===== config.mk =====
export PLATFORM = sky130hd
export DESIGN_NAME = timer_ab
export DESIGN_NICKNAME = d
export VERILOG_FILES = /design/src/verilog/timer_ab_pkg.sv /design/src/verilog/timer_ab.sv
export SDC_FILE = /design/constraint.sdc
export NUM_CORES = 1
export LEC_CHECK = 0
export BUFFER_PORTS_ARGS = -buffer_cell sky130_fd_sc_hd__buf_4
export CELL_PAD_IN_SITES_DETAIL_PLACEMENT = 0
export CELL_PAD_IN_SITES_GLOBAL_PLACEMENT = 1
export CORE_MARGIN = 5
export CORE_UTILIZATION = 43
export DETAILED_ROUTE_END_ITERATION = 16
export PLACE_DENSITY_LB_ADDON = 0.15
export SETUP_SLACK_MARGIN = 0.1
export SYNTH_ARGS = -nofsm -noshare
export SYNTH_HDL_FRONTEND = slang
export SYNTH_SLANG_ARGS = --single-unit

===== constraint.sdc =====
create_clock -name i_clock -period 5.2 [get_ports i_clock]
set_clock_uncertainty 0.15 [all_clocks]
set_input_delay 1.04 -clock i_clock [delete_from_list [all_inputs] [get_ports i_clock]]
set_output_delay 1.04 -clock i_clock [all_outputs]
set_load 0.005 [all_outputs]

===== src/verilog/timer_ab_pkg.sv =====
package timer_ab_pkg;
    // register offsets (4-bit digit locations)
    localparam logic [9:0] ADDR_TIMER_A_MODE    = 10'h008;
    localparam logic [9:0] ADDR_TIMER_B_MODE1   = 10'h009;
    localparam logic [9:0] ADDR_TIMER_B_LOW     = 10'h00a;
    localparam logic [9:0] ADDR_TIMER_B_HIGH    = 10'h00b;
    localparam logic [9:0] ADDR_TIMER_B_OUTSEL  = 10'h013;
    localparam logic [9:0] ADDR_PORT_FUNC_C     = 10'h025;
    localparam logic [9:0] ADDR_IRQ_FLAGS       = 10'h030;  // chosen: flag digit
    localparam logic [9:0] ADDR_SOFT_CLEAR      = 10'h031;  // chosen: clear strobes
    // field positions
    localparam int TIME_BASE_BIT    = 3;
    localparam int RELOAD_BIT       = 3;   // timer_b_mode_one bit 3: reload
    localparam int FLAG_A_BIT       = 2;
    localparam int FLAG_B_BIT       = 0;
    localparam int EVENT_PIN_BIT    = 3;   // port_function_select_c bit 3
    localparam int CLR_WATCH_BIT    = 0;
    localparam int CLR_TIMER_A_BIT  = 1;
    // widths and values
    localparam int PRESC_S_W   = 11;
    localparam int PRESC_W_W   = 5;
    localparam int WDIV_W      = 3;
    localparam logic [7:0] COUNT_MAX  = 8'hff;
    localparam logic [7:0] COUNT_ZERO = 8'h00;
    localparam logic [3:0] DIGIT_ZERO = 4'h0;
    localparam logic [1:0] OUT_NONE   = 2'h0;
    localparam logic [1:0] OUT_TOGGLE = 2'h1;
    localparam logic [1:0] OUT_ZERO   = 2'h2;
    localparam logic [1:0] OUT_ONE    = 2'h3;
    localparam logic [2:0] EXT_EVENT_SEL = 3'h7;  // clock select code for event input
    localparam int MODE1_HOLDOFF = 2;             // cycles before a new mode1 write counts
endpackage

===== src/verilog/timer_ab.sv =====
// Contract
// - prescaler S: 11-bit, reset to zero, stops in reset, stop, watch modes.
// - prescaler S counts system clock, subsystem clock in subactive mode.
// - prescaler W: 5-bit, counts crystal clock over eight, reset to zero.
// - prescaler W software clearable, runs in watch mode, stops in stop mode.
// - timer clocks come from prescaler taps; A may use W, B events; A code 7 without time base uses the prescaler S input.
// - timer A counts up, wraps at ff, sets its flag every 256 clocks.
// - time-base bit selects prescaler W; software clears W and timer A.
// - timer A mode is a 4-bit write-only register.
// - timer B counts up; at ff reloads or wraps to zero.
// - timer B overflow sets flag bit 0 until software clear or reset.
// - event mode counts falling edges of the event pin once assigned.
// - toggle mode inverts the output on each timer B overflow.
// - 0 mode drives output low on overflow; select only when high.
// - 1 mode drives output high on overflow; select only when low.
// - any output mode claims the pin; reset forces output low.
// - mode1 write takes effect two cycles after the previous one.
// - low load digit waits; high digit write loads timer B.
// - reset clears low load digit; high digit undefined.
// - reading high count digit latches low digit for next read.
// - output select is 2-bit read/write, reset zero, zero means none.
//
// Local design decision: the address-and-strobe port.
`timescale 1ns/10ps
module timer_ab
    import timer_ab_pkg::*;
#(
    // tap of prescaler S per 3-bit select code; code 7 is the event input for timer B
    parameter logic [3:0] S_TAP [0:6] = '{4'h0, 4'h1, 4'h3, 4'h5, 4'h7, 4'h9, 4'ha},
    parameter logic [2:0] W_TAP [0:7] = '{3'h0, 3'h1, 3'h2, 3'h3, 3'h4, 3'h4, 3'h4, 3'h4}
) (
    input  wire logic       i_clock,        // 250 MHz system clock
    input  wire logic       i_rst,          // mcu reset, sync active high
    input  wire logic [9:0] i_addr,         // digit address
    input  wire logic [3:0] i_wdata,        // write digit
    input  wire logic       i_wr,           // write strobe
    input  wire logic       i_rd,           // read strobe
    input  wire logic       i_stop_mode,    // stop mode level
    input  wire logic       i_watch_mode,   // watch mode level
    input  wire logic       i_subactive,    // subactive mode level
    input  wire logic       i_sub_clock,    // subsystem clock pin
    input  wire logic       i_crystal_input,// 32 kHz crystal pin
    input  wire logic       i_event_input_pin, // event pin, falling edge counts
    output logic [3:0]      o_rdata,        // read digit, cycle after strobe
    output logic            o_timer_a_irq_flag, // timer A request flag
    output logic            o_timer_b_irq_flag, // timer B request flag
    output logic            o_timer_output_pin, // timer B output level
    output logic            o_timer_output_en   // pin given to timer output
);
    // pin synchronisers: 2 flops, then a third for edge detection
    logic [1:0] sub_sync_reg, xtal_sync_reg, evt_sync_reg;
    logic       sub_prev_reg, xtal_prev_reg, evt_prev_reg;
    always_ff @(posedge i_clock) begin
        sub_sync_reg  <= {sub_sync_reg[0], i_sub_clock};
        xtal_sync_reg <= {xtal_sync_reg[0], i_crystal_input};
        evt_sync_reg  <= {evt_sync_reg[0], i_event_input_pin};
        sub_prev_reg  <= sub_sync_reg[1];
        xtal_prev_reg <= xtal_sync_reg[1];
        evt_prev_reg  <= evt_sync_reg[1];
    end
    wire sub_rise  = sub_sync_reg[1] & ~sub_prev_reg;
    wire xtal_rise = xtal_sync_reg[1] & ~xtal_prev_reg;
    wire evt_fall  = ~evt_sync_reg[1] & evt_prev_reg;

    // register state
    logic [3:0] timer_a_mode_reg, timer_b_mode_one_reg, load_low_reg, load_high_reg;
    logic [3:0] port_func_reg, low_latch_reg;
    logic [1:0] out_sel_reg;
    logic [1:0] mode1_gap_reg;
    logic [7:0] timer_a_reg, timer_b_reg;
    logic [PRESC_S_W-1:0] presc_s_reg;
    logic [PRESC_W_W-1:0] presc_w_reg;
    logic [WDIV_W-1:0]    wdiv_reg;

    wire wr_a     = i_wr && i_addr == ADDR_TIMER_A_MODE;
    wire wr_b1    = i_wr && i_addr == ADDR_TIMER_B_MODE1;
    wire wr_low   = i_wr && i_addr == ADDR_TIMER_B_LOW;
    wire wr_high  = i_wr && i_addr == ADDR_TIMER_B_HIGH;
    wire wr_osel  = i_wr && i_addr == ADDR_TIMER_B_OUTSEL;
    wire wr_pfc   = i_wr && i_addr == ADDR_PORT_FUNC_C;
    wire wr_flags = i_wr && i_addr == ADDR_IRQ_FLAGS;
    wire wr_clr   = i_wr && i_addr == ADDR_SOFT_CLEAR;
    wire rd_high  = i_rd && i_addr == ADDR_TIMER_B_HIGH;
    wire clr_watch = wr_clr && i_wdata[CLR_WATCH_BIT];
    wire clr_ta    = wr_clr && i_wdata[CLR_TIMER_A_BIT];

    // prescaler S: source is system clock, or subsystem clock edges in subactive
    wire s_run  = !i_stop_mode && !i_watch_mode;
    wire s_tick = s_run && (!i_subactive || sub_rise);
    always_ff @(posedge i_clock) begin
        if (i_rst)
            presc_s_reg <= '0;
        else if (s_tick)
            presc_s_reg <= presc_s_reg + 1'b1;
    end

    // divide-by-eight of crystal edges feeds prescaler W
    wire w_run = !i_stop_mode;
    wire w_in  = w_run && xtal_rise && (wdiv_reg == '1);
    always_ff @(posedge i_clock) begin
        if (i_rst || clr_watch)
            wdiv_reg <= '0;
        else if (w_run && xtal_rise)
            wdiv_reg <= wdiv_reg + 1'b1;
    end
    always_ff @(posedge i_clock) begin
        if (i_rst || clr_watch)
            presc_w_reg <= '0;
        else if (w_in)
            presc_w_reg <= presc_w_reg + 1'b1;
    end

    // tap enables: a tap pulses when its bit and all lower bits roll over
    logic [PRESC_S_W-1:0] s_pulse;
    logic [PRESC_W_W-1:0] w_pulse;
    genvar g;
    generate
        for (g = 0; g < PRESC_S_W; g++) begin : g_stap
            assign s_pulse[g] = s_tick && (presc_s_reg[g:0] == '1);
        end
        for (g = 0; g < PRESC_W_W; g++) begin : g_wtap
            assign w_pulse[g] = w_in && (presc_w_reg[g:0] == '1);
        end
    endgenerate

    // clock selection through the tap tables
    wire [2:0] a_sel = timer_a_mode_reg[2:0];
    wire [2:0] b_sel = timer_b_mode_one_reg[2:0];
    wire a_clk = timer_a_mode_reg[TIME_BASE_BIT] ? w_pulse[W_TAP[a_sel]]
                 : (a_sel == EXT_EVENT_SEL ? s_tick : s_pulse[S_TAP[a_sel]]);
    wire evt_en = port_func_reg[EVENT_PIN_BIT];
    wire b_clk  = (b_sel == EXT_EVENT_SEL) ? (evt_en && evt_fall)
                  : s_pulse[S_TAP[b_sel]];

    // mode registers; mode1 ignores a write until the gap since the last one expires
    always_ff @(posedge i_clock) begin
        if (i_rst) begin
            timer_a_mode_reg <= DIGIT_ZERO;
            port_func_reg    <= DIGIT_ZERO;
            out_sel_reg      <= OUT_NONE;
        end else begin
            if (wr_a)
                timer_a_mode_reg <= i_wdata;
            if (wr_pfc)
                port_func_reg <= i_wdata;
            if (wr_osel)
                out_sel_reg <= i_wdata[1:0];
        end
    end
    always_ff @(posedge i_clock) begin
        if (i_rst) begin
            timer_b_mode_one_reg <= DIGIT_ZERO;
            mode1_gap_reg        <= '0;
        end else if (wr_b1 && mode1_gap_reg == '0) begin
            timer_b_mode_one_reg <= i_wdata;
            mode1_gap_reg        <= 2'(MODE1_HOLDOFF - 1);
        end else if (mode1_gap_reg != '0) begin
            mode1_gap_reg <= mode1_gap_reg - 1'b1;
        end
    end

    // load digits: low held until high written (high not reset, undefined)
    always_ff @(posedge i_clock) begin
        if (i_rst)
            load_low_reg <= DIGIT_ZERO;
        else if (wr_low)
            load_low_reg <= i_wdata;
    end
    always_ff @(posedge i_clock) begin
        if (wr_high)
            load_high_reg <= i_wdata;
    end

    // timer A
    wire a_ovf = a_clk && timer_a_reg == COUNT_MAX;
    always_ff @(posedge i_clock) begin
        if (i_rst || clr_ta)
            timer_a_reg <= COUNT_ZERO;
        else if (a_clk)
            timer_a_reg <= timer_a_reg + 1'b1;
    end

    // timer B: a software load wins over a count in the same cycle
    wire b_ovf = b_clk && timer_b_reg == COUNT_MAX;
    always_ff @(posedge i_clock) begin
        if (i_rst)
            timer_b_reg <= COUNT_ZERO;
        else if (wr_high)
            timer_b_reg <= {i_wdata, load_low_reg};
        else if (b_ovf)
            timer_b_reg <= timer_b_mode_one_reg[RELOAD_BIT]
                           ? {load_high_reg, load_low_reg} : COUNT_ZERO;
        else if (b_clk)
            timer_b_reg <= timer_b_reg + 1'b1;
    end

    // interrupt flags: set beats software clear in the same cycle
    always_ff @(posedge i_clock) begin
        if (i_rst) begin
            o_timer_a_irq_flag <= 1'b0;
            o_timer_b_irq_flag <= 1'b0;
        end else begin
            if (a_ovf)
                o_timer_a_irq_flag <= 1'b1;
            else if (wr_flags && !i_wdata[FLAG_A_BIT])
                o_timer_a_irq_flag <= 1'b0;
            if (b_ovf)
                o_timer_b_irq_flag <= 1'b1;
            else if (wr_flags && !i_wdata[FLAG_B_BIT])
                o_timer_b_irq_flag <= 1'b0;
        end
    end

    // timer output; software keeps 0/1 modes to the opposite level
    always_ff @(posedge i_clock) begin
        if (i_rst)
            o_timer_output_pin <= 1'b0;
        else if (b_ovf) begin
            unique case (out_sel_reg)
                OUT_NONE:   o_timer_output_pin <= o_timer_output_pin;
                OUT_TOGGLE: o_timer_output_pin <= ~o_timer_output_pin;
                OUT_ZERO:   o_timer_output_pin <= 1'b0;
                OUT_ONE:    o_timer_output_pin <= 1'b1;
            endcase
        end
    end
    always_ff @(posedge i_clock) begin
        if (i_rst)
            o_timer_output_en <= 1'b0;
        else
            o_timer_output_en <= (wr_osel ? i_wdata[1:0] : out_sel_reg) != OUT_NONE;
    end

    // read path: high digit read snapshots the low digit
    always_ff @(posedge i_clock) begin
        if (i_rst)
            low_latch_reg <= DIGIT_ZERO;
        else if (rd_high)
            low_latch_reg <= timer_b_reg[3:0];
    end
    always_ff @(posedge i_clock) begin
        if (i_rst)
            o_rdata <= DIGIT_ZERO;
        else if (i_rd) begin
            unique case (i_addr)
                ADDR_TIMER_B_HIGH:   o_rdata <= timer_b_reg[7:4];
                ADDR_TIMER_B_LOW:    o_rdata <= low_latch_reg;
                ADDR_TIMER_B_OUTSEL: o_rdata <= {2'b00, out_sel_reg};
                ADDR_IRQ_FLAGS:      o_rdata <= {1'b0, o_timer_a_irq_flag, 1'b0,
                                                 o_timer_b_irq_flag};
                default:             o_rdata <= DIGIT_ZERO; // write-only and unmapped
            endcase
        end else
            o_rdata <= DIGIT_ZERO;
    end

    // checks
    property p_s_reset;
        @(posedge i_clock) i_rst |=> presc_s_reg == '0;
    endproperty
    a_s_reset: assert property (p_s_reset) else $error("prescaler S not cleared");
    property p_s_hold;
        @(posedge i_clock) disable iff (i_rst) i_watch_mode |=> $stable(presc_s_reg);
    endproperty
    a_s_hold: assert property (p_s_hold) else $error("prescaler S ran in watch");
    property p_w_clear;
        @(posedge i_clock) disable iff (i_rst) clr_watch |=> presc_w_reg == '0;
    endproperty
    a_w_clear: assert property (p_w_clear) else $error("prescaler W not cleared");
    property p_a_wrap;
        @(posedge i_clock) disable iff (i_rst) a_ovf && !clr_ta
            |=> timer_a_reg == COUNT_ZERO && o_timer_a_irq_flag;
    endproperty
    a_a_wrap: assert property (p_a_wrap) else $error("timer A wrap wrong");
    property p_b_ovf;
        @(posedge i_clock) disable iff (i_rst) b_ovf && !wr_high
            |=> o_timer_b_irq_flag && timer_b_reg ==
                ($past(timer_b_mode_one_reg[RELOAD_BIT]) ? $past({load_high_reg, load_low_reg})
                 : COUNT_ZERO);
    endproperty
    a_b_ovf: assert property (p_b_ovf) else $error("timer B overflow wrong");
    property p_toggle;
        @(posedge i_clock) disable iff (i_rst) b_ovf && out_sel_reg == OUT_TOGGLE
            |=> o_timer_output_pin != $past(o_timer_output_pin);
    endproperty
    a_toggle: assert property (p_toggle) else $error("toggle missed");
    property p_load;
        @(posedge i_clock) disable iff (i_rst) wr_high
            |=> timer_b_reg == {$past(i_wdata), $past(load_low_reg)};
    endproperty
    a_load: assert property (p_load) else $error("timer B load wrong");
    property p_latch;
        @(posedge i_clock) disable iff (i_rst) rd_high ##1 (i_rd && i_addr == ADDR_TIMER_B_LOW)
            |=> o_rdata == $past(timer_b_reg[3:0], 2);
    endproperty
    a_latch: assert property (p_latch) else $error("low digit latch wrong");

    // further checks, each on a path that the bench drives
    property p_s_sub;
        @(posedge i_clock) disable iff (i_rst)
            i_subactive && !sub_rise |=> $stable(presc_s_reg);
    endproperty
    a_s_sub: assert property (p_s_sub) else $error("prescaler S ran without sub clock");
    property p_w_stop;
        @(posedge i_clock) disable iff (i_rst)
            i_stop_mode && !clr_watch |=> $stable(presc_w_reg);
    endproperty
    a_w_stop: assert property (p_w_stop) else $error("prescaler W ran in stop");
    property p_mode1_gap;
        @(posedge i_clock) disable iff (i_rst)
            wr_b1 && mode1_gap_reg != '0 |=> $stable(timer_b_mode_one_reg);
    endproperty
    a_mode1_gap: assert property (p_mode1_gap) else $error("early mode write taken");
    property p_low_hold;
        @(posedge i_clock) disable iff (i_rst) wr_low && !b_clk |=> $stable(timer_b_reg);
    endproperty
    a_low_hold: assert property (p_low_hold) else $error("low digit write moved timer B");
    property p_out_zero;
        @(posedge i_clock) disable iff (i_rst)
            b_ovf && out_sel_reg == OUT_ZERO |=> !o_timer_output_pin;
    endproperty
    a_out_zero: assert property (p_out_zero) else $error("0 mode left output high");
    property p_out_one;
        @(posedge i_clock) disable iff (i_rst)
            b_ovf && out_sel_reg == OUT_ONE |=> o_timer_output_pin;
    endproperty
    a_out_one: assert property (p_out_one) else $error("1 mode left output low");
    property p_out_en;
        @(posedge i_clock) disable iff (i_rst)
            wr_osel |=> o_timer_output_en == ($past(i_wdata[1:0]) != OUT_NONE);
    endproperty
    a_out_en: assert property (p_out_en) else $error("output enable wrong");
    property p_flag_b_hold;
        @(posedge i_clock) disable iff (i_rst)
            o_timer_b_irq_flag && !(wr_flags && !i_wdata[FLAG_B_BIT]) |=> o_timer_b_irq_flag;
    endproperty
    a_flag_b_hold: assert property (p_flag_b_hold) else $error("timer B flag dropped");
    property p_rst_out;
        @(posedge i_clock) i_rst
            |=> !o_timer_output_pin && !o_timer_output_en && load_low_reg == DIGIT_ZERO;
    endproperty
    a_rst_out: assert property (p_rst_out) else $error("reset state wrong");
    property p_osel_read;
        @(posedge i_clock) disable iff (i_rst)
            i_rd && i_addr == ADDR_TIMER_B_OUTSEL |=> o_rdata == {2'h0, $past(out_sel_reg)};
    endproperty
    a_osel_read: assert property (p_osel_read) else $error("output select read wrong");
endmodule


==> metrics.md <==
| Metric | Value |
|---|---|
| Layout net count | 483 |
| R2R Path End | timer_b_reg[5] |
| Worst Path Class, Setup | in -> reg |
| I/O Buffers | 31 |
| Req. time, crit path | between 5 and 6 ns |
| Hold_buf cts | 0 |
| Die area | between 10000 and 15000 um^2 |
| # setup viols final | 0 |
| CTS sink count | 77 |
| R2R Setup Slk | 2.18 ns |
| IR drop worst, VDD | between 0.15 and 0.2 mV |
| DRC errors left | 0 |
| CP max FO | 16 |
| Crit-path slowest cell | o21ai_4 |
| Filler instances | ~900 |
| Crit. End Element | flop |
| Final wirelength | around 8.9 mm |
| Hold Vio Cnt, Final | 0 |
| Pwr Density | between 200 and 300 nW/um^2 |
| R2R depth | 8 |
| Total grt overflow | 0 |
| #FFs+latches synth | 77 |
| Max reg flops | 11 |
| Syn_nets | between 400 and 500 |
| Post_cts resized | 0 |
| Multi-input gate area | roughly 2200 um^2 |
| Startpoint Class | input port |
| GRT Total Usage | 16.1% |
| WHS Endpoint | evt_sync_reg[1] |
| Final TNS setup | 0 ns |
| Inserted Diodes | 0 |
| Slew @ Worst Pin | ~0.78 ns |
| Largest family of logic cells by synthesized area | simple AND/OR/NAND/NOR gates |
| Clock Path Buffers | 2 |
| Number of unique standard cell types used by synthesis | between 70 and 80 |
| Hold Path Class | reg -> reg |
| Status | finished clean |
| WP data arrival | ~3.2 ns |
| Core area | between 8000 and 9000 um^2 |
| Simple-Gate Fraction of Synth Area | 23.8% |
| WL/cell | about 16 um |
| Vias/cell | roughly 5.7 |
| Worst-path clk slew | about 0.08 ns |
| XOR/XNOR Fraction of Synth Area | about 2.9% |
| HPWL after DPL | about 6.3 mm |
| Tot Pwr | 0.00120 W |
| HP Start | evt_sync_reg[0] |
| Post-synthesis sequential area ratio | roughly 40% |
| CTS tree | built |
| Fmax | 322 MHz |
| Htree depth | 3 |
| Lkg Pwr | 1.70 nW |
| DRT antenna net count | 0 |
| First-pass GRT wire length | 14.6 mm |
| Non-Filler Cell Area, Final | between 4000 and 5000 um^2 |
| Pre-antenna DRT Iters | 4 |
| Crit path time final | between 3 and 4 ns |
| I/O Pins | 32 |
| Die Span Y | between 100 and 150 um |
| Max Cap Violations | 0 |
| DIE WIDTH | 106 um |
| Post-synthesis adder-cell area fraction | 3.82% |
| Max-slew headroom | around 48% |
| Worst Hold Depth | 0 |
| Vias | roughly 3200 |
| Complex-gate fraction of the synthesized area | between 15 and 20% |
| Placed inst area | just over 4000 um^2 |
| Post-synthesis mux area share | approximately 7.7% |
| Reg2reg start | presc_s_reg[0] |
| Yosys warns | 0 |
| Largest net degree at the start of global routing | 53 |
| FFs w/ async S/R, synth | 0% |
| Num CTS Buffers | 9 |
| Initial antenna violation count | 0 |
| Area grow syn2layout | 11.4% |
| Cell Area, Synth | slightly below 4000 um^2 |
| Storage cell area | 1580 um^2 |
| Tcrit/Tclk final | about three fifths |
| Cells after Synth | approximately 420 |
| FP Rows | 34 |
| Critical-path cell list | buf_4 > or2_4 > a2111oi_4 > o21ai_2 > o2bb2ai_1 > o21ai_4 > a41oi_1 > a2111oi_2 |
| Vias in the first global route | between 2000 and 3000 |
| Share of cells above drive strength 1 | 17.3% |
| Post-CTS Setup Repair Bufs | 0 |
| RSZ-0062 raised after global routing | no |
| Clock root buffer | clkbuf_8 |
| Initial Util | around 45% |
| EDFF count, synth | 4 |
| Pins Over Slew Limit | 0 |
| Drt first-iter violations | between 100 and 150 |
| Skew-Pair Late Insertion Delay | about 0.35 ns |
| Mean post-synth cell area | roughly 9.3 um^2 |
| Top_reg_cell synth | dfxtp_1 |
| Worst path max stage delay | between 0.4 and 0.5 ns |
| RD Place Congestion | roughly 0.80 |
## metal layers
layer	share of wire (%)	track usage [%]	vias to the layer above	wire length [um]
met2	47	25.8	44	4200
li1	-	-	1591	-
met1	48	22.1	1520	4260
met4	1.6	5.92	0	142
met5	0	0	-	0
met3	3.2	2.44	12	288
## cell usage in the layout, fill, tap and decap left out, types with 5 or more instances in the layout
cell type / Yosys / layout
clkbuf_8: 5 / 10
dfxtp_1: 73 / 73
nand3_1: 18 / 18
ha_1: 12 / 12
or3_1: 7 / 7
inv_1: 8 / 8
nand2_1: 34 / 34
nor3_1: 10 / 10
xor2_1: 6 / 6
and3_1: 9 / 9
mux2i_1: 27 / 27
o21ai_0: 12 / 12
nor2_1: 52 / 52
buf_4: 0 / 31
xnor2_1: 7 / 7
a31oi_1: 5 / 5
a21oi_1: 24 / 24
nand4_1: 8 / 8
## cell usage after synthesis (all sizes together) (2+ instances only)
master / instances / area, um^2
dfxtp: 73 / 1460
nor2: 52 / 195
nand2: 34 / 128
mux2i: 27 / 270
a21oi: 25 / 129
nand3: 20 / 110
o21ai: 17 / 100
clkbuf: 14 / 104
ha: 12 / 150
and3: 10 / 63.8
nor3: 10 / 50.1
nand4: 9 / 62.6
inv: 8 / 30.0
or3: 7 / 43.8
xnor2: 7 / 61.3
and2: 6 / 40.0
xor2: 6 / 52.6
a2111oi: 5 / 81.3
a21o: 5 / 38.8
a31oi: 5 / 31.3
buf: 5 / 36.3
nand2b: 5 / 38.8
a211oi: 4 / 30.0
a22oi: 4 / 30.0
a41oi: 4 / 50.1
edfxtp: 4 / 120
nor3b: 4 / 40.0
o211ai: 4 / 30.0
a311oi: 3 / 32.5
mux2: 3 / 33.8
nand3b: 3 / 22.5
nor4: 3 / 33.8
nor2b: 2 / 12.5
nor4b: 2 / 17.5
o21bai: 2 / 15.0
or3b: 2 / 17.5
## worst max-delay path, delay by kind of cell
family | cells | cell delay (ns)
AO/OA/AOI/OAI | 6 | 1.77
AND/OR/NAND/NOR | 1 | 0.27
buffers and inverters | 1 | 0.12
## area by class of cell
type | instances | area share [%]
Clock buffer | 11 | 3.72
Clock inverter | 5 | 1.29
Inverter | 9 | 0.800
Multi-Input combinational cell | 319 | 49.7
Sequential cell | 77 | 36.1
Tap cell | 108 | 3.09
Timing Repair Buffer | 31 | 5.32
## where the power goes
part | switching, W | total [W] | leakage (nW) | internal (W)
sequential | 0.00000590 | 0.000613 | 0.628 | 0.000607
combinational | 0.0000521 | 0.0000903 | 0.961 | 0.0000382
clock | 0.000230 | 0.000494 | 0.110 | 0.000263
## per-stage QoR
step	setup slack, ns	util [%]	cells	hold slack (ns)
final	2.10	49.7	560	0.181
after global routing	1.92	49.7	560	0.195
after CTS	2.10	49.7	560	0.184
after detailed placement	1.73	47.2	544	0.164
after global placement	1.81	47.2	544	0.162
after floorplan	2.31	-	424	0.160
## cells by family after synthesis
| family | count (synthesis) |
|---|---|
| flip-flops | 77 |
| buffers and inverters | 28 |
| XOR/XNOR | 13 |
| adder cells (fa/ha/maj) | 12 |
| multiplexers | 30 |
| AO/OA/AOI/OAI | 89 |
| AND/OR/NAND/NOR | 175 |
## worst max path at each step
stage / start / endpoint / slack [ns] / cells after the start
after global routing: i_addr[2] / timer_b_reg[1] / 1.92 / 8
final: i_stop_mode / timer_b_reg[5] / 2.10 / 8
after floorplan: i_stop_mode / timer_b_reg[4] / 2.31 / 8
after CTS: i_stop_mode / timer_b_reg[5] / 2.10 / 8
after global placement: i_stop_mode / timer_b_reg[5] / 1.81 / 8
after detailed placement: i_stop_mode / timer_b_reg[5] / 1.73 / 8
Power figures use the tool's default switching activity.
